`config.mk`:
```
export PLATFORM = sky130hd
export DESIGN_NAME = tcu_timer_capture_compare
export DESIGN_NICKNAME = d
export VERILOG_FILES = /design/src/hdl/tcu_pkg.sv /design/src/hdl/tcu_edge_sync.sv /design/src/hdl/tcu_timer_capture_compare.sv
export SDC_FILE = /design/constraint.sdc
export NUM_CORES = 1
export LEC_CHECK = 0
export ABC_AREA = 1
export ABC_CLOCK_PERIOD_IN_PS = 2800
export BUFFER_PORTS_ARGS = -buffer_cell sky130_fd_sc_hd__buf_2
export CORE_AREA = 5 5 109 111
export DETAILED_ROUTE_END_ITERATION = 16
export DIE_AREA = 0 0 114 116
export PLACE_DENSITY = 0.75
export SKIP_LAST_GASP = 1
export SYNTH_ARGS = -nofsm -noshare
export SYNTH_HDL_FRONTEND = slang
export SYNTH_HIERARCHICAL = 1
export SYNTH_SLANG_ARGS = --single-unit
```
`constraint.sdc`:
```
create_clock -name clk -period 2.8 [get_ports clk]
set_input_delay 0 -clock clk [delete_from_list [all_inputs] [get_ports clk]]
set_output_delay 0 -clock clk [all_outputs]
set_load 0.02 [all_outputs]
```
`src/hdl/tcu_pkg.sv`:
```
// Purpose: Shared constants and helpers for the timer capture compare unit
// Assumes: Byte wide register port, one 100 MHz bus clock
// Notes:   Control bits 4 and 3 are unused and read zero
package tcu_pkg;

  // ----------------------------------------------------------------------
  // Register offsets
  // ----------------------------------------------------------------------
  localparam logic [7:0] TCU_OFS_CONTROL     = 8'h12;
  localparam logic [7:0] TCU_OFS_FLAGS       = 8'h13;
  localparam logic [7:0] TCU_OFS_CAP_HIGH    = 8'h14;
  localparam logic [7:0] TCU_OFS_CAP_LOW     = 8'h15;
  localparam logic [7:0] TCU_OFS_CMP_HIGH    = 8'h16;
  localparam logic [7:0] TCU_OFS_CMP_LOW     = 8'h17;
  localparam logic [7:0] TCU_OFS_CNT_HIGH    = 8'h18;
  localparam logic [7:0] TCU_OFS_CNT_LOW     = 8'h19;
  localparam logic [7:0] TCU_OFS_MIRROR_HIGH = 8'h1a;
  localparam logic [7:0] TCU_OFS_MIRROR_LOW  = 8'h1b;

  // ----------------------------------------------------------------------
  // Control field positions and reset value
  // ----------------------------------------------------------------------
  localparam int         TCU_CTL_SNAP_IE  = 7;
  localparam int         TCU_CTL_MATCH_IE = 6;
  localparam int         TCU_CTL_WRAP_IE  = 5;
  localparam int         TCU_CTL_RUN      = 2;
  localparam int         TCU_CTL_EDGE     = 1;
  localparam int         TCU_CTL_LEVEL    = 0;
  localparam logic [7:0] TCU_CTL_MASK     = 8'he7;
  localparam logic [7:0] TCU_CTL_RESET    = 8'h00;

  // ----------------------------------------------------------------------
  // Flag vector: index 2 snapshot, 1 match, 0 wrap; sits in bits 7..5
  // ----------------------------------------------------------------------
  localparam int         TCU_FLG_SNAP  = 2;
  localparam int         TCU_FLG_MATCH = 1;
  localparam int         TCU_FLG_WRAP  = 0;
  localparam logic [2:0] TCU_FLG_RESET = 3'h0;
  localparam logic [4:0] TCU_FLG_PAD   = 5'h00;

  // ----------------------------------------------------------------------
  // Counter and prescaler
  // ----------------------------------------------------------------------
  localparam logic [15:0] TCU_CNT_RESET  = 16'hfffc;
  localparam logic [15:0] TCU_CNT_MAX    = 16'hffff;
  localparam logic [15:0] TCU_CNT_ONE    = 16'h0001;
  localparam int          TCU_PRESC_DIV  = 4;
  localparam logic [1:0]  TCU_PRESC_LAST = 2'(TCU_PRESC_DIV - 1);
  localparam logic [1:0]  TCU_PRESC_ONE  = 2'h1;
  localparam logic [1:0]  TCU_SYNC_PRIME = 2'h3;

  function automatic logic [7:0] tcu_hi(input logic [15:0] v);
    tcu_hi = v[15:8];
  endfunction

  function automatic logic [7:0] tcu_lo(input logic [15:0] v);
    tcu_lo = v[7:0];
  endfunction

endpackage

```
`src/hdl/tcu_edge_sync.sv`:
```
// Purpose: Synchronise the snapshot pin and detect the selected edge
// Assumes: Pin is asynchronous to clk
// Notes:   Edges are ignored until the chain has been primed after reset
`timescale 1ns/1ps
`default_nettype none
module tcu_edge_sync (
  // Clock and reset
  input  wire logic clk,
  input  wire logic reset,
  // Pin and edge choice
  input  wire logic pin,
  input  wire logic rising_sel,
  // Detected edge
  output logic      edge_pulse
);
  import tcu_pkg::*;

  logic       s1_ff;
  logic       s2_ff;
  logic       s3_ff;
  logic [1:0] prime_ff;
  logic       pulse_ff;
  wire        primed = (prime_ff == TCU_SYNC_PRIME);
  wire        rise   = s2_ff & ~s3_ff;
  wire        fall   = ~s2_ff & s3_ff;
  wire        nxt_pulse = primed & (rising_sel ? rise : fall);

  // ----------------------------------------------------------------------
  // Two stage synchroniser, then history stage for the edge
  // ----------------------------------------------------------------------
  always_ff @(posedge clk or posedge reset) begin
    if (reset) begin
      s1_ff    <= 1'b0;
      s2_ff    <= 1'b0;
      s3_ff    <= 1'b0;
      prime_ff <= 2'h0;
      pulse_ff <= 1'b0;
    end else begin
      s1_ff    <= pin;
      s2_ff    <= s1_ff;
      s3_ff    <= s2_ff;
      prime_ff <= primed ? prime_ff : prime_ff + TCU_PRESC_ONE;
      pulse_ff <= nxt_pulse;
    end
  end

  assign edge_pulse = pulse_ff;

endmodule
`default_nettype wire

```
`src/hdl/tcu_timer_capture_compare.sv`:
```
// Purpose: 16-bit free running timer with one compare and one capture
// Assumes: Byte register port with read data one cycle after the strobe
// Notes:   Compare and capture data registers are not reset on purpose
//
// Local design decision: the address-and-strobe port.
`timescale 1ns/1ps
`default_nettype none
module tcu_timer_capture_compare (
  // Clock and reset
  input  wire logic       clk,
  input  wire logic       reset,
  // Register port
  input  wire logic [7:0] reg_addr,
  input  wire logic [7:0] reg_wdata,
  input  wire logic       reg_wr,
  input  wire logic       reg_rd,
  output logic      [7:0] reg_rdata,
  // Processor mode and pin routing
  input  wire logic       stop_mode,
  input  wire logic       match_pin_route_enable,
  // Port B timer pins
  input  wire logic       port_b_bit7,
  output logic            port_b_bit6,
  output logic            port_b_bit6_timer_sel,
  // Interrupt request
  output logic            timer_irq
);
  import tcu_pkg::*;

  // ----------------------------------------------------------------------
  // State
  // ----------------------------------------------------------------------
  logic [7:0]  ctl_ff;
  logic [2:0]  flag_ff;
  logic [2:0]  arm_ff;
  logic [15:0] cnt_ff;
  logic [1:0]  presc_ff;
  logic        step_ff;
  logic [7:0]  cmp_hi_ff;
  logic [7:0]  cmp_lo_ff;
  logic        cmp_inhibit_ff;
  logic        cmp_hi_seen_ff;
  logic        cmp_lo_seen_ff;
  logic        level_ff;
  logic        route_ff;
  logic [15:0] cap_ff;
  logic        cap_inhibit_ff;
  logic [15:0] cnt_d1_ff;
  logic [15:0] cnt_d2_ff;
  logic [15:0] pend_ff;
  logic        pend_valid_ff;
  logic [7:0]  buf_ff;
  logic        buf_held_ff;
  logic [7:0]  rdata_ff;
  logic        irq_ff;
  logic [7:0]  nxt_rdata;
  logic        edge_pulse;

  // ----------------------------------------------------------------------
  // Address decode
  // ----------------------------------------------------------------------
  wire hit_ctl    = (reg_addr == TCU_OFS_CONTROL);
  wire hit_flags  = (reg_addr == TCU_OFS_FLAGS);
  wire hit_cap_hi = (reg_addr == TCU_OFS_CAP_HIGH);
  wire hit_cap_lo = (reg_addr == TCU_OFS_CAP_LOW);
  wire hit_cmp_hi = (reg_addr == TCU_OFS_CMP_HIGH);
  wire hit_cmp_lo = (reg_addr == TCU_OFS_CMP_LOW);
  wire hit_cnt_hi = (reg_addr == TCU_OFS_CNT_HIGH);
  wire hit_cnt_lo = (reg_addr == TCU_OFS_CNT_LOW);
  wire hit_mir_hi = (reg_addr == TCU_OFS_MIRROR_HIGH);
  wire hit_mir_lo = (reg_addr == TCU_OFS_MIRROR_LOW);
  wire access     = reg_rd | reg_wr;

  wire wr_ctl     = reg_wr & hit_ctl;
  wire wr_cmp_hi  = reg_wr & hit_cmp_hi;
  wire wr_cmp_lo  = reg_wr & hit_cmp_lo;
  wire rd_cap_hi  = reg_rd & hit_cap_hi;
  wire rd_cap_lo  = reg_rd & hit_cap_lo;
  wire rd_any_hi  = reg_rd & (hit_cnt_hi | hit_mir_hi);
  wire rd_any_lo  = reg_rd & (hit_cnt_lo | hit_mir_lo);
  wire acc_flags  = access & hit_flags;

  // ----------------------------------------------------------------------
  // Control fields
  // ----------------------------------------------------------------------
  wire       ctl_run   = ctl_ff[TCU_CTL_RUN];
  wire       ctl_edge  = ctl_ff[TCU_CTL_EDGE];
  wire       ctl_level = ctl_ff[TCU_CTL_LEVEL];
  wire [2:0] ctl_ie    = {ctl_ff[TCU_CTL_SNAP_IE], ctl_ff[TCU_CTL_MATCH_IE],
                          ctl_ff[TCU_CTL_WRAP_IE]};
  // Interrupt follows the enables being written, so it never lags a cycle
  wire [7:0] nxt_ctl   = wr_ctl ? (reg_wdata & TCU_CTL_MASK) : ctl_ff;
  wire [2:0] nxt_ie    = {nxt_ctl[TCU_CTL_SNAP_IE], nxt_ctl[TCU_CTL_MATCH_IE],
                          nxt_ctl[TCU_CTL_WRAP_IE]};

  always_ff @(posedge clk or posedge reset) begin
    if (reset) begin
      ctl_ff <= TCU_CTL_RESET;
    end else if (wr_ctl) begin
      ctl_ff <= reg_wdata & TCU_CTL_MASK;
    end
  end

  // ----------------------------------------------------------------------
  // Prescaler and counter
  // ----------------------------------------------------------------------
  // Counter ignores wait mode, so it simply keeps running there.
  wire count_tick = ctl_run & ~stop_mode & (presc_ff == TCU_PRESC_LAST);
  wire wrap_evt   = count_tick & (cnt_ff == TCU_CNT_MAX);

  always_ff @(posedge clk or posedge reset) begin
    if (reset) begin
      cnt_ff   <= TCU_CNT_RESET;
      presc_ff <= 2'h0;
      step_ff  <= 1'b0;
    end else if (!ctl_run) begin
      cnt_ff   <= TCU_CNT_RESET;
      presc_ff <= 2'h0;
      step_ff  <= 1'b0;
    end else if (!stop_mode) begin
      presc_ff <= presc_ff + TCU_PRESC_ONE;
      step_ff  <= count_tick;
      if (count_tick) begin
        cnt_ff <= cnt_ff + TCU_CNT_ONE;
      end
    end else begin
      step_ff  <= 1'b0;
    end
  end

  // ----------------------------------------------------------------------
  // Compare
  // ----------------------------------------------------------------------
  // Not reset, so the bytes can double as storage across a reset.
  always_ff @(posedge clk) begin
    if (wr_cmp_hi) begin
      cmp_hi_ff <= reg_wdata;
    end
    if (wr_cmp_lo) begin
      cmp_lo_ff <= reg_wdata;
    end
  end

  // Match only on the cycle after a step, so one count gives one match.
  wire cmp_active = ~cmp_inhibit_ff & cmp_hi_seen_ff & cmp_lo_seen_ff;
  wire match_evt  = step_ff & cmp_active &
                    (cnt_ff == {cmp_hi_ff, cmp_lo_ff});

  always_ff @(posedge clk or posedge reset) begin
    if (reset) begin
      cmp_inhibit_ff <= 1'b0;
      cmp_hi_seen_ff <= 1'b0;
      cmp_lo_seen_ff <= 1'b0;
      level_ff       <= 1'b0;
      route_ff       <= 1'b0;
    end else begin
      if (wr_cmp_hi) begin
        cmp_inhibit_ff <= 1'b1;
        cmp_hi_seen_ff <= 1'b1;
      end else if (wr_cmp_lo) begin
        cmp_inhibit_ff <= 1'b0;
        cmp_lo_seen_ff <= 1'b1;
      end
      if (match_evt) begin
        level_ff <= ctl_level;
      end
      route_ff <= match_pin_route_enable;
    end
  end

  // ----------------------------------------------------------------------
  // Capture
  // ----------------------------------------------------------------------
  tcu_edge_sync u_edge (
    .clk        (clk),
    .reset      (reset),
    .pin        (port_b_bit7),
    .rising_sel (ctl_edge),
    .edge_pulse (edge_pulse)
  );

  // The pulse trails the pin by the synchroniser, so the count is taken
  // from the delay line and stepped by one.
  wire [15:0] cap_src  = cnt_d2_ff + TCU_CNT_ONE;
  wire        cap_live = edge_pulse & ctl_run & ~stop_mode;
  wire        cap_arm  = edge_pulse & ctl_run & stop_mode & ~pend_valid_ff;
  wire        cap_wake = pend_valid_ff & ~stop_mode;
  wire        cap_new  = cap_live & ~cap_inhibit_ff;

  always_ff @(posedge clk) begin
    if (cap_new) begin
      cap_ff <= cap_src;
    end else if (cap_wake) begin
      cap_ff <= pend_ff;
    end
    if (cap_arm) begin
      pend_ff <= cap_src;
    end
  end

  always_ff @(posedge clk or posedge reset) begin
    if (reset) begin
      cnt_d1_ff      <= TCU_CNT_RESET;
      cnt_d2_ff      <= TCU_CNT_RESET;
      pend_valid_ff  <= 1'b0;
      cap_inhibit_ff <= 1'b0;
    end else begin
      cnt_d1_ff <= cnt_ff;
      cnt_d2_ff <= cnt_d1_ff;
      if (cap_arm) begin
        pend_valid_ff <= 1'b1;
      end else if (cap_wake) begin
        pend_valid_ff <= 1'b0;
      end
      if (rd_cap_hi) begin
        cap_inhibit_ff <= 1'b1;
      end else if (rd_cap_lo) begin
        cap_inhibit_ff <= 1'b0;
      end
    end
  end

  // ----------------------------------------------------------------------
  // Flags, two step clear, interrupt
  // ----------------------------------------------------------------------
  // A set in the clearing cycle wins, and the flag must be re-armed.
  wire [2:0] flag_set = {cap_live | cap_wake, match_evt, wrap_evt};
  wire [2:0] flag_clr = arm_ff & {access & hit_cap_lo,
                                  access & hit_cmp_lo,
                                  access & hit_cnt_lo};
  wire [2:0] nxt_flag = flag_set | (flag_ff & ~flag_clr);
  wire [2:0] nxt_arm  = nxt_flag & ~flag_clr &
                        (arm_ff | ({3{acc_flags}} & flag_ff));
  wire       nxt_irq  = |(nxt_flag & nxt_ie);

  always_ff @(posedge clk or posedge reset) begin
    if (reset) begin
      flag_ff <= TCU_FLG_RESET;
      arm_ff  <= TCU_FLG_RESET;
      irq_ff  <= 1'b0;
    end else begin
      flag_ff <= nxt_flag;
      arm_ff  <= nxt_arm;
      irq_ff  <= nxt_irq;
    end
  end

  // ----------------------------------------------------------------------
  // Count read buffer and read data
  // ----------------------------------------------------------------------
  always_ff @(posedge clk or posedge reset) begin
    if (reset) begin
      buf_ff      <= 8'h00;
      buf_held_ff <= 1'b0;
    end else if (rd_any_hi && !buf_held_ff) begin
      buf_ff      <= tcu_lo(cnt_ff);
      buf_held_ff <= 1'b1;
    end else if (rd_any_lo) begin
      buf_held_ff <= 1'b0;
    end
  end

  wire [7:0] cnt_lo_view = buf_held_ff ? buf_ff : tcu_lo(cnt_ff);

  always_comb begin
    nxt_rdata = 8'h00;
    if (!reg_rd) begin
      nxt_rdata = 8'h00;
    end else if (hit_ctl) begin
      nxt_rdata = ctl_ff;
    end else if (hit_flags) begin
      nxt_rdata = {flag_ff, TCU_FLG_PAD};
    end else if (hit_cap_hi) begin
      nxt_rdata = tcu_hi(cap_ff);
    end else if (hit_cap_lo) begin
      nxt_rdata = tcu_lo(cap_ff);
    end else if (hit_cmp_hi) begin
      nxt_rdata = cmp_hi_ff;
    end else if (hit_cmp_lo) begin
      nxt_rdata = cmp_lo_ff;
    end else if (hit_cnt_hi || hit_mir_hi) begin
      nxt_rdata = tcu_hi(cnt_ff);
    end else if (hit_cnt_lo || hit_mir_lo) begin
      nxt_rdata = cnt_lo_view;
    end
  end

  always_ff @(posedge clk or posedge reset) begin
    if (reset) begin
      rdata_ff <= 8'h00;
    end else begin
      rdata_ff <= nxt_rdata;
    end
  end

  assign reg_rdata             = rdata_ff;
  assign port_b_bit6           = level_ff;
  assign port_b_bit6_timer_sel = route_ff;
  assign timer_irq             = irq_ff;

  // ----------------------------------------------------------------------
  // Checks
  // ----------------------------------------------------------------------
  chk_flags_pad_zero: assert property (
    @(posedge clk) disable iff (reset)
    (reg_rd && hit_flags) |=> (reg_rdata[4:0] == 5'h00))
    else $error("flags low bits not zero");

  chk_match_sets_flag: assert property (
    @(posedge clk) disable iff (reset)
    match_evt |=> flag_ff[TCU_FLG_MATCH])
    else $error("match did not set flag");

  chk_level_on_match: assert property (
    @(posedge clk) disable iff (reset)
    match_evt |=> (port_b_bit6 == $past(ctl_level)))
    else $error("pin level not taken on match");

  chk_hi_write_blocks: assert property (
    @(posedge clk) disable iff (reset)
    wr_cmp_hi ##1 (!wr_cmp_lo)[*2] |-> !match_evt)
    else $error("match while compare high pending");

  chk_wrap_to_zero: assert property (
    @(posedge clk) disable iff (reset)
    wrap_evt |=> (flag_ff[TCU_FLG_WRAP] && cnt_ff == 16'h0000))
    else $error("wrap flag or count wrong");

  chk_run_off_hold: assert property (
    @(posedge clk) disable iff (reset)
    !ctl_run |=> (cnt_ff == TCU_CNT_RESET))
    else $error("counter moved while off");

  chk_step_spacing: assert property (
    @(posedge clk) disable iff (reset)
    count_tick |=> !count_tick [*3])
    else $error("counter stepped faster than four");

  chk_capture_blocked: assert property (
    @(posedge clk) disable iff (reset)
    (cap_inhibit_ff && !cap_wake) |=> $stable(cap_ff))
    else $error("capture changed while blocked");

  chk_irq_gating: assert property (
    @(posedge clk) disable iff (reset)
    ##1 (timer_irq == |(flag_ff & ctl_ie)))
    else $error("interrupt not flag and enable");

endmodule
`default_nettype wire

```
==> results of run 1 <==
how the worst min path moves through the flow:
stage / endpoint / slack, ps / cells after the start
finish: u_edge/s1_ff / 8 / 3
global route: u_edge/prime_ff[0] / 10 / 3
CTS: u_edge/s1_ff / 2 / 3
detailed placement: u_edge/s1_ff / -10 / 2
global placement: u_edge/s2_ff / -30 / 2
floorplan: u_edge/edge_pulse / -210 / 1
per-layer routing:
| metal | vias to the layer above | GRT usage | part of all wire |
|---|---|---|---|
| met5 | - | 0 | 0 |
| met4 | 0 | 0.0998 | 0.030 |
| met3 | 38 | 0.0564 | 0.080 |
| met2 | 222 | 0.390 | 0.47 |
| met1 | 2321 | 0.344 | 0.42 |
| li1 | 2319 | - | - |
cell usage after synthesis, drive strengths merged:
master,number
nand2,191
inv,74
o21ai,53
dfrtp,52
nor2,51
edfxtp,48
dfstp,42
nand3,40
a21oi,28
nand4,20
nor3,14
xnor2,12
xor2,11
buf,8
o211ai,6
clkbuf,5
ha,4
or2,2
a21o,1
and3,1
clkinv,1
nor3b,1
o21a,1
metrics by stage:
| stage | hold WS (ps) | cells | setup WS, ps | util |
|---|---|---|---|---|
| global route | 11.3 | 882 | 895 | 0.693 |
| floorplan | -209 | 666 | 591 | - |
| CTS | 1.80 | 882 | 1010 | 0.693 |
| global placement | -27.2 | 832 | 1090 | 0.624 |
| detailed placement | -13.9 | 832 | 1050 | 0.624 |
| finish | 7.52 | 882 | 987 | 0.693 |
critical path, delay by kind of cell:
family                 cells  cell delay [ps]
buffers and inverters      3              730
and+or+nand+nor            4             1230
registers in the layout, indices dropped and copies added (netlist names), 2 cells and up:
register,flops
cmp_lo_ff,8
u_edge/prime_ff,2
cmp_hi_ff,8
cap_ff,16
cnt_d2_ff,16
ctl_ff,6
reg_rdata,8
arm_ff,3
presc_ff,2
buf_ff,8
flag_ff,3
pend_ff,16
cnt_ff,16
cnt_d1_ff,16
cell type report:
cell class	count	share of cell area
Sequential cell	142	0.519
Multi-Input combinational cell	436	0.291
Clock buffer	18	0.0577
Timing Repair Buffer	57	0.0527
Inverter	75	0.0383
Tap cell	140	0.0236
Clock inverter	14	0.0177
report_power, final:
group	switching, mW	internal [mW]
registers	0.361	2.70
clock network	0.901	1.22
logic	0.636	0.354
logic make-up (layout without fill, tap and decap cells):
group,after synthesis,after routing
adder cells (fa/ha/maj),4,4
flip-flops,142,142
AO/OA/AOI/OAI,89,89
AND/OR/NAND/NOR,320,320
XOR/XNOR,23,23
buffers and inverters,88,164
repair_timing:
action	CTS	global route
setup endpoints to repair	0	0
hold buffers	18	0
endpoints found under the hold margin	89	0
==> metrics.txt, run 1 <==
# TYPE chip_impl_metric gauge
chip_impl_metric{name="final-seq-area",unit="um^2"} 3850
chip_impl_metric{name="dpl_cell_area",unit="um^2"} 6670
chip_impl_metric{name="area_growth_syn_to_layout",unit="%"} 16.6
chip_impl_info{name="synth_largest_area_cell",value="sky130_fd_sc_hd__edfxtp_1"} 1
chip_impl_metric{name="rows",unit=""} 38
chip_impl_metric{name="setup_total_negative_slack",unit="ps"} 0
chip_impl_metric{name="synth_compound_gate_area_share",unit=""} 0.0738
chip_impl_metric{name="grt_start_max_net_pins",unit=""} 35
chip_impl_metric{name="xor_xnor_portion_of_the_synthesized_cell_area",unit=""} 0.0329
chip_impl_info{name="combinational_family_with_the_most_area_after_synthesis",value="simple AND/OR/NAND/NOR gates"} 1
chip_impl_metric{name="post_synth_simple_gate_area",unit=""} 0.224
chip_impl_metric{name="synth_top_cell_area_share",unit=""} 0.227
chip_impl_metric{name="num-fill-cells",unit=""} 826
chip_impl_info{name="unrepaired_setup_endpoints_after_global_routing",value="no"} 1
chip_impl_metric{name="grt_first_pass_wirelength",unit="um"} 24900
chip_impl_metric{name="drt_wl_total",unit="um"} 15400
chip_impl_metric{name="buffers_inserted_by_post_cts_timing_repair",unit=""} 0
chip_impl_info{name="path_type_of_the_worst_min_delay_path",value="input port to async pin"} 1
chip_impl_metric{name="hpwlAfterDp",unit="um"} 11200
chip_impl_info{name="layout.cells.most_common",value="sky130_fd_sc_hd__nand2_1"} 1
chip_impl_info{name="commonest_cells_after_routing_fill_and_taps_aside",value="189 x sky130_fd_sc_hd__nand2_1, 65 x sky130_fd_sc_hd__inv_1, 52 x sky130_fd_sc_hd__dfrtp_1"} 1
chip_impl_metric{name="clk_path_buf_depth",unit=""} 2
chip_impl_metric{name="synth_mux_area_frac",unit=""} 0
chip_impl_metric{name="synthesis.area_per_instance",unit="um^2"} 9.55
chip_impl_metric{name="final_period_minus_worst_setup_slack",unit="ps"} 1810
chip_impl_metric{name="post-route-period-util",unit=""} 0.647
chip_impl_metric{name="gp_routability_congestion",unit=""} 1.02
chip_impl_info{name="startpoint_type",value="input port"} 1
chip_impl_metric{name="num-nets-final",unit=""} 756
chip_impl_metric{name="drtPass1Iterations",unit=""} 5
chip_impl_info{name="tritoncts",value="done"} 1
chip_impl_metric{name="overflow",unit=""} 0
chip_impl_info{name="crit_slowest_cell",value="sky130_fd_sc_hd__nor2_1"} 1
chip_impl_metric{name="clk-insertion-delay-late",unit="ps"} 520
chip_impl_metric{name="report.power.total",unit="mW"} 6.17
chip_impl_metric{name="drt-initial-drc-count",unit=""} 565
chip_impl_metric{name="synth.yosys.warnings",unit=""} 6
chip_impl_metric{name="finalSetupViolations",unit=""} 0
chip_impl_metric{name="design.core.area",unit="um^2"} 10700
chip_impl_metric{name="antenna_found_initial",unit=""} 0
chip_impl_metric{name="cp_data_arrival_time",unit="ps"} 1960
chip_impl_metric{name="initial_utilization",unit=""} 0.594
chip_impl_metric{name="timing.critical_path.slowest_cell_delay",unit="ps"} 620
chip_impl_metric{name="multi_input_area",unit="um^2"} 2160
chip_impl_info{name="crit_chain",value="dlygate4sd3_1 -> buf_2 -> inv_1 -> nand2_2 -> nor2_1 -> nand3_1 -> nor2_1"} 1
chip_impl_metric{name="track_usage",unit=""} 0.250
chip_impl_metric{name="tightest_slew",unit="ps"} 811
chip_impl_metric{name="timing_max_transition_violations_final",unit=""} 0
chip_impl_metric{name="timing.reg2reg.setup_slack",unit="ps"} 1020
chip_impl_metric{name="antenna-diode-count",unit=""} 0
chip_impl_metric{name="hold_violations",unit=""} 0
chip_impl_metric{name="drive_above_1_share",unit=""} 0.199
chip_impl_metric{name="final.setup_skew",unit="ps"} 7.26
chip_impl_metric{name="maxCapViolations",unit=""} 0
chip_impl_metric{name="post-route-drc-count",unit=""} 0
chip_impl_metric{name="drtAntennaViolNets",unit=""} 0
chip_impl_metric{name="library_cells_used_by_synthesis",unit=""} 36
chip_impl_metric{name="synth_sequential_area_ratio",unit=""} 0.605
chip_impl_metric{name="synth_fa_ha_area_frac",unit=""} 0.00787
chip_impl_metric{name="wl_per_cell",unit="um"} 17.4
chip_impl_metric{name="syn_area",unit="um^2"} 6360
chip_impl_metric{name="first_global_vias",unit=""} 4796
chip_impl_metric{name="worstPathMaxFanout",unit=""} 8
chip_impl_metric{name="syn_inst",unit=""} 666
chip_impl_metric{name="p_leak",unit="nW"} 3.41
chip_impl_metric{name="max_freq",unit="GHz"} 0.552
chip_impl_info{name="result_of_the_run",value="complete, no violations"} 1
chip_impl_info{name="synth.area.top_cells",value="sky130_fd_sc_hd__edfxtp_1 23%, sky130_fd_sc_hd__dfrtp_1 20%, sky130_fd_sc_hd__dfstp_2 17%"} 1
chip_impl_metric{name="fp.dieW",unit="um"} 114
chip_impl_info{name="cts-root-buf",value="sky130_fd_sc_hd__clkbuf_8"} 1
chip_impl_metric{name="pin_count",unit=""} 34
chip_impl_info{name="setup.worst_path.class",value="input port to flip-flop"} 1
chip_impl_info{name="endpoint_type_of_the_worst_setup_path",value="flip-flop"} 1
chip_impl_metric{name="post_cts_resize_count",unit=""} 0
chip_impl_metric{name="final_design_area_no_fill",unit="um^2"} 7410
chip_impl_metric{name="die_height",unit="um"} 116
chip_impl_info{name="reg2reg_to",value="cap_ff[13]"} 1
chip_impl_metric{name="maxSlewHeadroom",unit=""} 0.457
chip_impl_metric{name="power-per-cell-area",unit="nW/um^2"} 833
chip_impl_metric{name="cts_buffers",unit=""} 17
chip_impl_info{name="crit-reg2reg-launch",value="cnt_d2_ff[2]"} 1
chip_impl_metric{name="design.die.area",unit="um^2"} 13200
chip_impl_metric{name="num_vias",unit=""} 4900
chip_impl_metric{name="drt-vias-per-instance",unit=""} 5.56
chip_impl_metric{name="synth_nets",unit=""} 693
chip_impl_metric{name="synth_seq_cells",unit=""} 142
chip_impl_metric{name="path_depth_of_the_worst_reg2reg_path",unit=""} 8
chip_impl_info{name="critical_path.most_common_cell",value="sky130_fd_sc_hd__nor2_1"} 1
chip_impl_metric{name="vdd_ir_drop_max",unit="uV"} 472
chip_impl_info{name="worst_setup_path_endpoint",value="cmp_hi_ff[0]"} 1
chip_impl_metric{name="ctsHtreeMaxLevel",unit=""} 4
chip_impl_metric{name="placement.io_buffers",unit=""} 33
chip_impl_metric{name="clkSinkCount",unit=""} 142
chip_impl_metric{name="path_clk_slew",unit="ps"} 60
chip_impl_info{name="worst_setup_path_startpoint",value="reg_addr[3]"} 1
chip_impl_metric{name="worstPathRequired",unit="ps"} 2950
No activity file was read; power rests on OpenSTA's default activity.
==> run 2, diff against run 1 <==
- ABC_AREA: 1 -> 0
- ABC_CLOCK_PERIOD_IN_PS: 2800 -> 1900
- CORE_AREA: 5 5 109 111 -> 5 5 107 109
- DIE_AREA: 0 0 114 116 -> 0 0 112 114
- PLACE_DENSITY: 0.75 -> 0.76
- clock period: 2.8 -> 1.9 ns (I/O delays scaled with it)
==> metrics.txt, run 2 <==
# TYPE chip_impl_metric gauge
chip_impl_info{name="result_of_the_run",value="complete, no violations"} 1
chip_impl_metric{name="synth_compound_gate_area_share",unit=""} 0.0768
chip_impl_info{name="combinational_family_with_the_most_area_after_synthesis",value="simple AND/OR/NAND/NOR gates"} 1
chip_impl_info{name="path_type_of_the_worst_min_delay_path",value="input port to flip-flop"} 1
chip_impl_metric{name="synth_fa_ha_area_frac",unit=""} 0.00805
chip_impl_metric{name="cts_buffers",unit=""} 17
chip_impl_metric{name="post-route-drc-count",unit=""} 0
chip_impl_metric{name="synth_sequential_area_ratio",unit=""} 0.618
chip_impl_metric{name="grt_start_max_net_pins",unit=""} 41
chip_impl_metric{name="power_frac_comb",unit=""} 0.048
chip_impl_metric{name="final_design_area_no_fill",unit="um^2"} 7540
chip_impl_metric{name="buffers_inserted_by_post_cts_timing_repair",unit=""} 0
chip_impl_metric{name="power.internal",unit="mW"} 5.16
chip_impl_info{name="cts-root-buf",value="sky130_fd_sc_hd__clkbuf_8"} 1
chip_impl_info{name="synth_common_cells",value="57 x sky130_fd_sc_hd__nand2_1, 52 x sky130_fd_sc_hd__dfrtp_1, 48 x sky130_fd_sc_hd__edfxtp_1"} 1
chip_impl_metric{name="path_clk_slew",unit="ps"} 60
chip_impl_metric{name="syn_area",unit="um^2"} 6220
chip_impl_info{name="synth.area.top_cells",value="sky130_fd_sc_hd__edfxtp_1 23%, sky130_fd_sc_hd__dfrtp_1 21%, sky130_fd_sc_hd__dfstp_2 18%"} 1
chip_impl_metric{name="final_period_minus_worst_setup_slack",unit="ps"} 1820
chip_impl_metric{name="tightest_slew",unit="ps"} 606
chip_impl_metric{name="hold_violations",unit=""} 0
chip_impl_metric{name="pin_count",unit=""} 34
chip_impl_metric{name="drt_wl_total",unit="um"} 15700
chip_impl_metric{name="worstPathMaxFanout",unit=""} 5
chip_impl_metric{name="clkSinkCount",unit=""} 142
chip_impl_metric{name="max_freq",unit="GHz"} 0.549
chip_impl_metric{name="fp.dieW",unit="um"} 112
chip_impl_metric{name="clkPwrFrac",unit=""} 0.464
chip_impl_metric{name="area_growth_syn_to_layout",unit="%"} 21.2
chip_impl_info{name="startpoint_type",value="input port"} 1
chip_impl_metric{name="post-route-period-util",unit=""} 0.959
chip_impl_metric{name="power.switching_fraction",unit=""} 0.225
chip_impl_metric{name="final_worst_setup_slack",unit="ps"} 78.3
chip_impl_metric{name="synth-edff-count",unit=""} 48
chip_impl_metric{name="grt_first_pass_wirelength",unit="um"} 25200
chip_impl_metric{name="drtPass1Iterations",unit=""} 5
chip_impl_info{name="crit_slowest_cell",value="sky130_fd_sc_hd__or4b_1"} 1
chip_impl_metric{name="overflow",unit=""} 0
chip_impl_metric{name="clk-insertion-delay-late",unit="ps"} 540
chip_impl_metric{name="min_delay_path_depth",unit=""} 3
chip_impl_metric{name="cp_data_arrival_time",unit="ps"} 2290
chip_impl_metric{name="path_depth_of_the_worst_reg2reg_path",unit=""} 5
chip_impl_info{name="tritoncts",value="done"} 1
chip_impl_info{name="synth.most_common_cell",value="sky130_fd_sc_hd__nand2_1"} 1
chip_impl_metric{name="synthesis.area_per_instance",unit="um^2"} 12.2
chip_impl_metric{name="synth_mux_area_frac",unit=""} 0.0728
chip_impl_info{name="cp_top_family",value="simple AND/OR/NAND/NOR gates"} 1
chip_impl_metric{name="dpl_cell_area",unit="um^2"} 6740
chip_impl_metric{name="vdd_ir_drop_max",unit="uV"} 830
chip_impl_metric{name="xor_xnor_portion_of_the_synthesized_cell_area",unit=""} 0.0619
chip_impl_info{name="ys_dominant_reg_cell",value="sky130_fd_sc_hd__dfrtp_1"} 1
chip_impl_metric{name="timing_max_transition_violations_final",unit=""} 0
chip_impl_metric{name="synth_top_cell_area_share",unit=""} 0.232
chip_impl_metric{name="num-nets-final",unit=""} 621
chip_impl_metric{name="dpl_worst_slack",unit="ps"} -0.614
chip_impl_info{name="synth_largest_area_cell",value="sky130_fd_sc_hd__edfxtp_1"} 1
chip_impl_metric{name="setup_total_negative_slack",unit="ps"} 0
chip_impl_metric{name="track_usage",unit=""} 0.264
chip_impl_metric{name="syn_inst",unit=""} 512
chip_impl_metric{name="p_leak",unit="nW"} 3.15
chip_impl_metric{name="switchingPower",unit="mW"} 1.50
chip_impl_info{name="layout.cells.most_common",value="sky130_fd_sc_hd__nand2_1"} 1
chip_impl_metric{name="drive_above_1_share",unit=""} 0.297
chip_impl_metric{name="synth.yosys.warnings",unit=""} 6
chip_impl_metric{name="design.die.area",unit="um^2"} 12800
chip_impl_metric{name="power-per-cell-area",unit="nW/um^2"} 884
chip_impl_info{name="commonest_cells_after_routing_fill_and_taps_aside",value="57 x sky130_fd_sc_hd__nand2_1, 52 x sky130_fd_sc_hd__dfrtp_1, 48 x sky130_fd_sc_hd__edfxtp_1"} 1
chip_impl_info{name="endpoint_type_of_the_worst_setup_path",value="flip-flop"} 1
chip_impl_metric{name="initial_utilization",unit=""} 0.592
chip_impl_metric{name="library_cells_used_by_synthesis",unit=""} 50
chip_impl_metric{name="design.core.area",unit="um^2"} 10500
chip_impl_info{name="unrepaired_setup_endpoints_after_global_routing",value="yes"} 1
chip_impl_metric{name="finalSetupViolations",unit=""} 0
chip_impl_metric{name="maxSlewHeadroom",unit=""} 0.594
chip_impl_metric{name="synth_nets",unit=""} 539
chip_impl_metric{name="drt-vias-per-instance",unit=""} 5.90
chip_impl_metric{name="synth_seq_cells",unit=""} 142
chip_impl_metric{name="drtAntennaViolNets",unit=""} 0
chip_impl_metric{name="maxCapViolations",unit=""} 0
chip_impl_metric{name="hpwlAfterDp",unit="um"} 11200
chip_impl_metric{name="antenna_found_initial",unit=""} 0
chip_impl_metric{name="antenna-diode-count",unit=""} 0
chip_impl_metric{name="post_synth_simple_gate_area",unit=""} 0.134
chip_impl_metric{name="share_seq_of_total_power",unit=""} 0.488
chip_impl_metric{name="num_vias",unit=""} 4410
chip_impl_metric{name="timing.critical_path.slowest_cell_delay",unit="ps"} 610
chip_impl_info{name="setup.worst_path.class",value="input port to flip-flop"} 1
chip_impl_metric{name="ctsHtreeMaxLevel",unit=""} 4
chip_impl_metric{name="critical_path_buf_inv_count",unit=""} 3
chip_impl_metric{name="first_global_vias",unit=""} 4470
chip_impl_info{name="crit_chain",value="dlygate4sd3_1 -> buf_2 -> or4b_1 -> buf_4 -> or3_1 -> a31oi_1 -> o21a_1"} 1
chip_impl_metric{name="die_height",unit="um"} 114
chip_impl_metric{name="gp_routability_congestion",unit=""} 0.966
chip_impl_metric{name="path_depth",unit=""} 7
chip_impl_metric{name="ffs_w_async_s_r_synth",unit=""} 0.662
chip_impl_metric{name="rows",unit=""} 38
chip_impl_metric{name="final.setup_skew",unit="ps"} 11.6
chip_impl_metric{name="clk_path_buf_depth",unit=""} 2
chip_impl_metric{name="placement.io_buffers",unit=""} 33
chip_impl_metric{name="drt-initial-drc-count",unit=""} 471
chip_impl_metric{name="wl_per_cell",unit="um"} 21.1
chip_impl_metric{name="worstPathRequired",unit="ps"} 2370
chip_impl_metric{name="final_core_utilization",unit=""} 0.718
## run 2: cell count changes after synthesis, moves of 10 or more
cell                       delta
sky130_fd_sc_hd__nand3_1     -16
sky130_fd_sc_hd__mux2_2      +24
sky130_fd_sc_hd__xnor2_1     +24
sky130_fd_sc_hd__inv_1       -45
sky130_fd_sc_hd__mux2i_1     +10
sky130_fd_sc_hd__clkbuf_1    +14
sky130_fd_sc_hd__o21ai_0     -29
sky130_fd_sc_hd__nor2_1      -25
sky130_fd_sc_hd__or3_1       +10
sky130_fd_sc_hd__nand2_1    -132
## run 2: worst paths after layout
kind	startpoint	endpoint	slack (ps)
min in group asynchronous	reset	u_edge/s1_ff	540
setup / recovery	reg_addr[5]	reg_rdata[2]	80
max in group asynchronous	reset	cnt_d2_ff[2]	650
hold reg to reg	cnt_d1_ff[0]	cnt_d2_ff[0]	350
hold / removal	reg_addr[2]	reg_rdata[3]	60
setup reg to reg	cnt_d2_ff[3]	cap_ff[12]	90
## run 2: cell families after synthesis
logic type / Yosys count
flip-flops: 142
XOR/XNOR: 44
multiplexers: 41
buffers and inverters: 44
AO/OA/AOI/OAI: 76
AND/OR/NAND/NOR: 161
adder cells (fa/ha/maj): 4
## run 2: final cells by class
class                   count  area, um^2
repair buffers             86         628
multi-input cells         326        2250
clock inverters            12         109
clock buffers              20         445
well taps                 140         175
fillers                   692        2970
flip-flops and latches    142        3850
inverters                  21        82.6
## run 2: what timing repair did
| item | CTS | global route |
|---|---|---|
| endpoints found under the hold margin | 99 | 0 |
| endpoints found under the setup margin | 2 | 8 |
| gates resized for setup | 2 | 5 |
| hold buffers | 21 | 0 |
| pin swaps | 0 | 3 |
## run 2: layer usage
| layer | GRT usage | wire, um |
|---|---|---|
| met2 | 0.418 | 7650 |
| met4 | 0.0978 | 391 |
| met5 | 0 | 0 |
| met3 | 0.0690 | 1370 |
| met1 | 0.357 | 6320 |
## run 2: power groups by stage
| stage | combinational (mW) | sequential, mW | clock (mW) |
|---|---|---|---|
| after floorplan | 0.177 | 3.29 | 0 |
| after global placement | 0.277 | 3.30 | 0 |
| after detailed placement | 0.279 | 3.31 | 0 |
| after CTS | 0.315 | 3.25 | 3.13 |
| after global routing | 0.348 | 3.26 | 3.30 |
| final | 0.319 | 3.25 | 3.09 |
## run 2: stage by stage
step           hold slack (ps)  power (mW)  cells
2_1_floorplan             -209        3.47    512
3_3_place_gp             -59.4        3.58    694
3_5_place_dp             -45.8        3.59    694
4_1_cts                   9.94        6.69    747
5_1_grt                   54.1        6.90    747
6_report                  64.2        6.67    747
## run 2: worst reg2reg max path: cells and delay by family (launching register included)
kind             cells  cell delay (ps)
flip-flops           1              570
XOR/XNOR             1              160
multiplexers         1              280
AND/OR/NAND/NOR      3              550
==> run 3, diff against run 2 <==
- MAX_ROUTING_LAYER: unset -> met4
==> metrics.txt, run 3 (same netlist as run 2, synthesis figures left out) <==
# TYPE chip_impl_metric gauge
chip_impl_metric{name="clk_path_buf_depth",unit=""} 2
chip_impl_metric{name="timing.reg2reg.setup_slack",unit="ps"} 70
chip_impl_info{name="crit-reg2reg-launch",value="cnt_d2_ff[3]"} 1
chip_impl_metric{name="post-route-period-util",unit=""} 0.964
chip_impl_metric{name="num_vias",unit=""} 4385
chip_impl_info{name="unrepaired_setup_endpoints_after_global_routing",value="yes"} 1
chip_impl_info{name="cts-root-buf",value="sky130_fd_sc_hd__clkbuf_8"} 1
chip_impl_metric{name="path_clk_slew",unit="ps"} 60
chip_impl_metric{name="pin_count",unit=""} 34
chip_impl_metric{name="hpwlAfterDp",unit="um"} 11300
chip_impl_metric{name="path_depth_of_the_worst_reg2reg_path",unit=""} 6
chip_impl_metric{name="wl_per_cell",unit="um"} 21.6
chip_impl_metric{name="initial_utilization",unit=""} 0.592
chip_impl_metric{name="fp.dieW",unit="um"} 112
chip_impl_metric{name="hold_violations",unit=""} 0
chip_impl_info{name="startpoint_type",value="flip-flop"} 1
chip_impl_metric{name="drt_wl_total",unit="um"} 16100
chip_impl_metric{name="min_delay_path_depth",unit=""} 5
chip_impl_metric{name="track_usage",unit=""} 0.274
chip_impl_metric{name="worstPathRequired",unit="ps"} 2180
chip_impl_metric{name="power-per-cell-area",unit="nW/um^2"} 897
chip_impl_metric{name="drive_above_1_share",unit=""} 0.298
chip_impl_metric{name="num-fill-cells",unit=""} 702
chip_impl_metric{name="maxSlewHeadroom",unit=""} 0.523
chip_impl_metric{name="drt-vias-per-instance",unit=""} 5.89
chip_impl_metric{name="area_growth_syn_to_layout",unit="%"} 21.0
chip_impl_info{name="worst_hold_start",value="reg_addr[6]"} 1
chip_impl_metric{name="worstPathMaxFanout",unit=""} 4
chip_impl_metric{name="design.core.area",unit="um^2"} 10500
chip_impl_metric{name="num-nets-final",unit=""} 619
chip_impl_metric{name="clk-insertion-delay-late",unit="ps"} 530
chip_impl_info{name="tritoncts",value="done"} 1
chip_impl_metric{name="antenna_found_initial",unit=""} 0
chip_impl_metric{name="placement.io_buffers",unit=""} 33
chip_impl_metric{name="max_freq",unit="GHz"} 0.546
chip_impl_metric{name="drtPass1Iterations",unit=""} 5
chip_impl_metric{name="vdd_ir_drop_max",unit="uV"} 569
chip_impl_info{name="hold-path-endpoint",value="buf_held_ff"} 1
chip_impl_metric{name="post-route-drc-count",unit=""} 0
chip_impl_metric{name="final_core_utilization",unit=""} 0.717
chip_impl_metric{name="maxCapViolations",unit=""} 0
chip_impl_metric{name="final_design_area_no_fill",unit="um^2"} 7530
chip_impl_info{name="path_type_of_the_worst_min_delay_path",value="input port to flip-flop"} 1
chip_impl_metric{name="dpl_cell_area",unit="um^2"} 6720
chip_impl_info{name="commonest_cells_after_routing_fill_and_taps_aside",value="57 x sky130_fd_sc_hd__nand2_1, 52 x sky130_fd_sc_hd__dfrtp_1, 48 x sky130_fd_sc_hd__edfxtp_1"} 1
chip_impl_metric{name="grt_start_max_net_pins",unit=""} 34
chip_impl_metric{name="p_leak",unit="nW"} 3.15
chip_impl_info{name="endpoint_type_of_the_worst_setup_path",value="flip-flop"} 1
chip_impl_metric{name="cts_buffers",unit=""} 17
chip_impl_info{name="layout.cells.most_common",value="sky130_fd_sc_hd__nand2_1"} 1
chip_impl_metric{name="drtAntennaViolNets",unit=""} 0
chip_impl_metric{name="overflow",unit=""} 0
chip_impl_info{name="result_of_the_run",value="complete, no violations"} 1
chip_impl_metric{name="rows",unit=""} 38
chip_impl_metric{name="antenna-diode-count",unit=""} 0
chip_impl_metric{name="grt_first_pass_wirelength",unit="um"} 25200
chip_impl_metric{name="timing_max_transition_violations_final",unit=""} 0
chip_impl_metric{name="final.setup_skew",unit="ps"} 6.61
chip_impl_metric{name="ctsHtreeMaxLevel",unit=""} 4
chip_impl_metric{name="finalSetupViolations",unit=""} 0
chip_impl_metric{name="drt-initial-drc-count",unit=""} 429
chip_impl_info{name="reg2reg_to",value="cap_ff[13]"} 1
chip_impl_metric{name="final_period_minus_worst_setup_slack",unit="ps"} 1830
chip_impl_metric{name="die_height",unit="um"} 114
chip_impl_metric{name="tightest_slew",unit="ps"} 715
chip_impl_info{name="setup.worst_path.class",value="flip-flop to flip-flop"} 1
chip_impl_metric{name="first_global_vias",unit=""} 4497
chip_impl_metric{name="design.die.area",unit="um^2"} 12800
chip_impl_metric{name="cp_data_arrival_time",unit="ps"} 2120
chip_impl_metric{name="gp_routability_congestion",unit=""} 0.927
chip_impl_metric{name="clkSinkCount",unit=""} 142
-- run 3: worst max-delay path by stage --
| stage | start | to | slack [ps] | depth (start not counted) |
|---|---|---|---|---|
| global route | cnt_ff[7] | arm_ff[0] | -50 | 5 |
| global placement | cnt_ff[7] | arm_ff[0] | -30 | 5 |
| floorplan | cnt_ff[5] | arm_ff[0] | 30 | 7 |
| finish | cnt_d2_ff[3] | cap_ff[13] | 70 | 6 |
| CTS | cnt_d2_ff[3] | cap_ff[13] | 10 | 6 |
| detailed placement | cnt_ff[7] | arm_ff[0] | -70 | 5 |
-- run 3: metal layers --
metal	track usage	up-vias	wire [um]
met5	-	-	0
li1	-	1994	-
met4	0.0962	0	401
met1	0.352	2182	6520
met3	0.0679	33	1240
met2	0.432	176	7920
-- run 3: cell type report --
class	count	area, um^2	area share
flip-flops and latches	142	3850	0.511
multi-input cells	326	2260	0.300
repair buffers	84	608	0.0808
clock buffers	19	422	0.0560
well taps	140	175	0.0233
clock inverters	13	138	0.0183
inverters	21	82.6	0.0110
-- run 3: critical path, cell delays in order (launching register included) --
cell and delay, ps:
sky130_fd_sc_hd__dfstp_2 560, sky130_fd_sc_hd__nand4_1 170, sky130_fd_sc_hd__nor3_2 150, sky130_fd_sc_hd__buf_4 150
sky130_fd_sc_hd__nand3_1 100, sky130_fd_sc_hd__xnor2_1 180, sky130_fd_sc_hd__mux2_2 270
-- run 3: what timing repair did --
item / CTS / global route
pin swaps: 0 / 2
endpoints found under the hold margin: 74 / 0
buffers inserted: 0 / 2
endpoints found under the setup margin: 2 / 14
gates cloned: 0 / 0
resized for setup: 1 / 7
hold buffers: 19 / 0
-- run 3: power by group --
group | switching (mW) | total, mW | internal [mW]
logic | 0.179 | 0.316 | 0.138
clock network | 1.31 | 3.19 | 1.88
registers | 0.0421 | 3.25 | 3.21
-- run 3: through the flow --
stage,std cells,setup slack (ps),TNS (ps),hold WS [ps],power (mW)
2_1_floorplan,512,33.4,0,-209,3.47
3_3_place_gp,692,-30.0,-30.0,-58.2,3.58
3_5_place_dp,692,-65.2,-77.8,-50.7,3.59
4_1_cts,743,10.4,0,10.4,6.79
5_1_grt,745,-50.8,-70.1,39.5,6.99
6_report,745,67.8,0,39.3,6.76
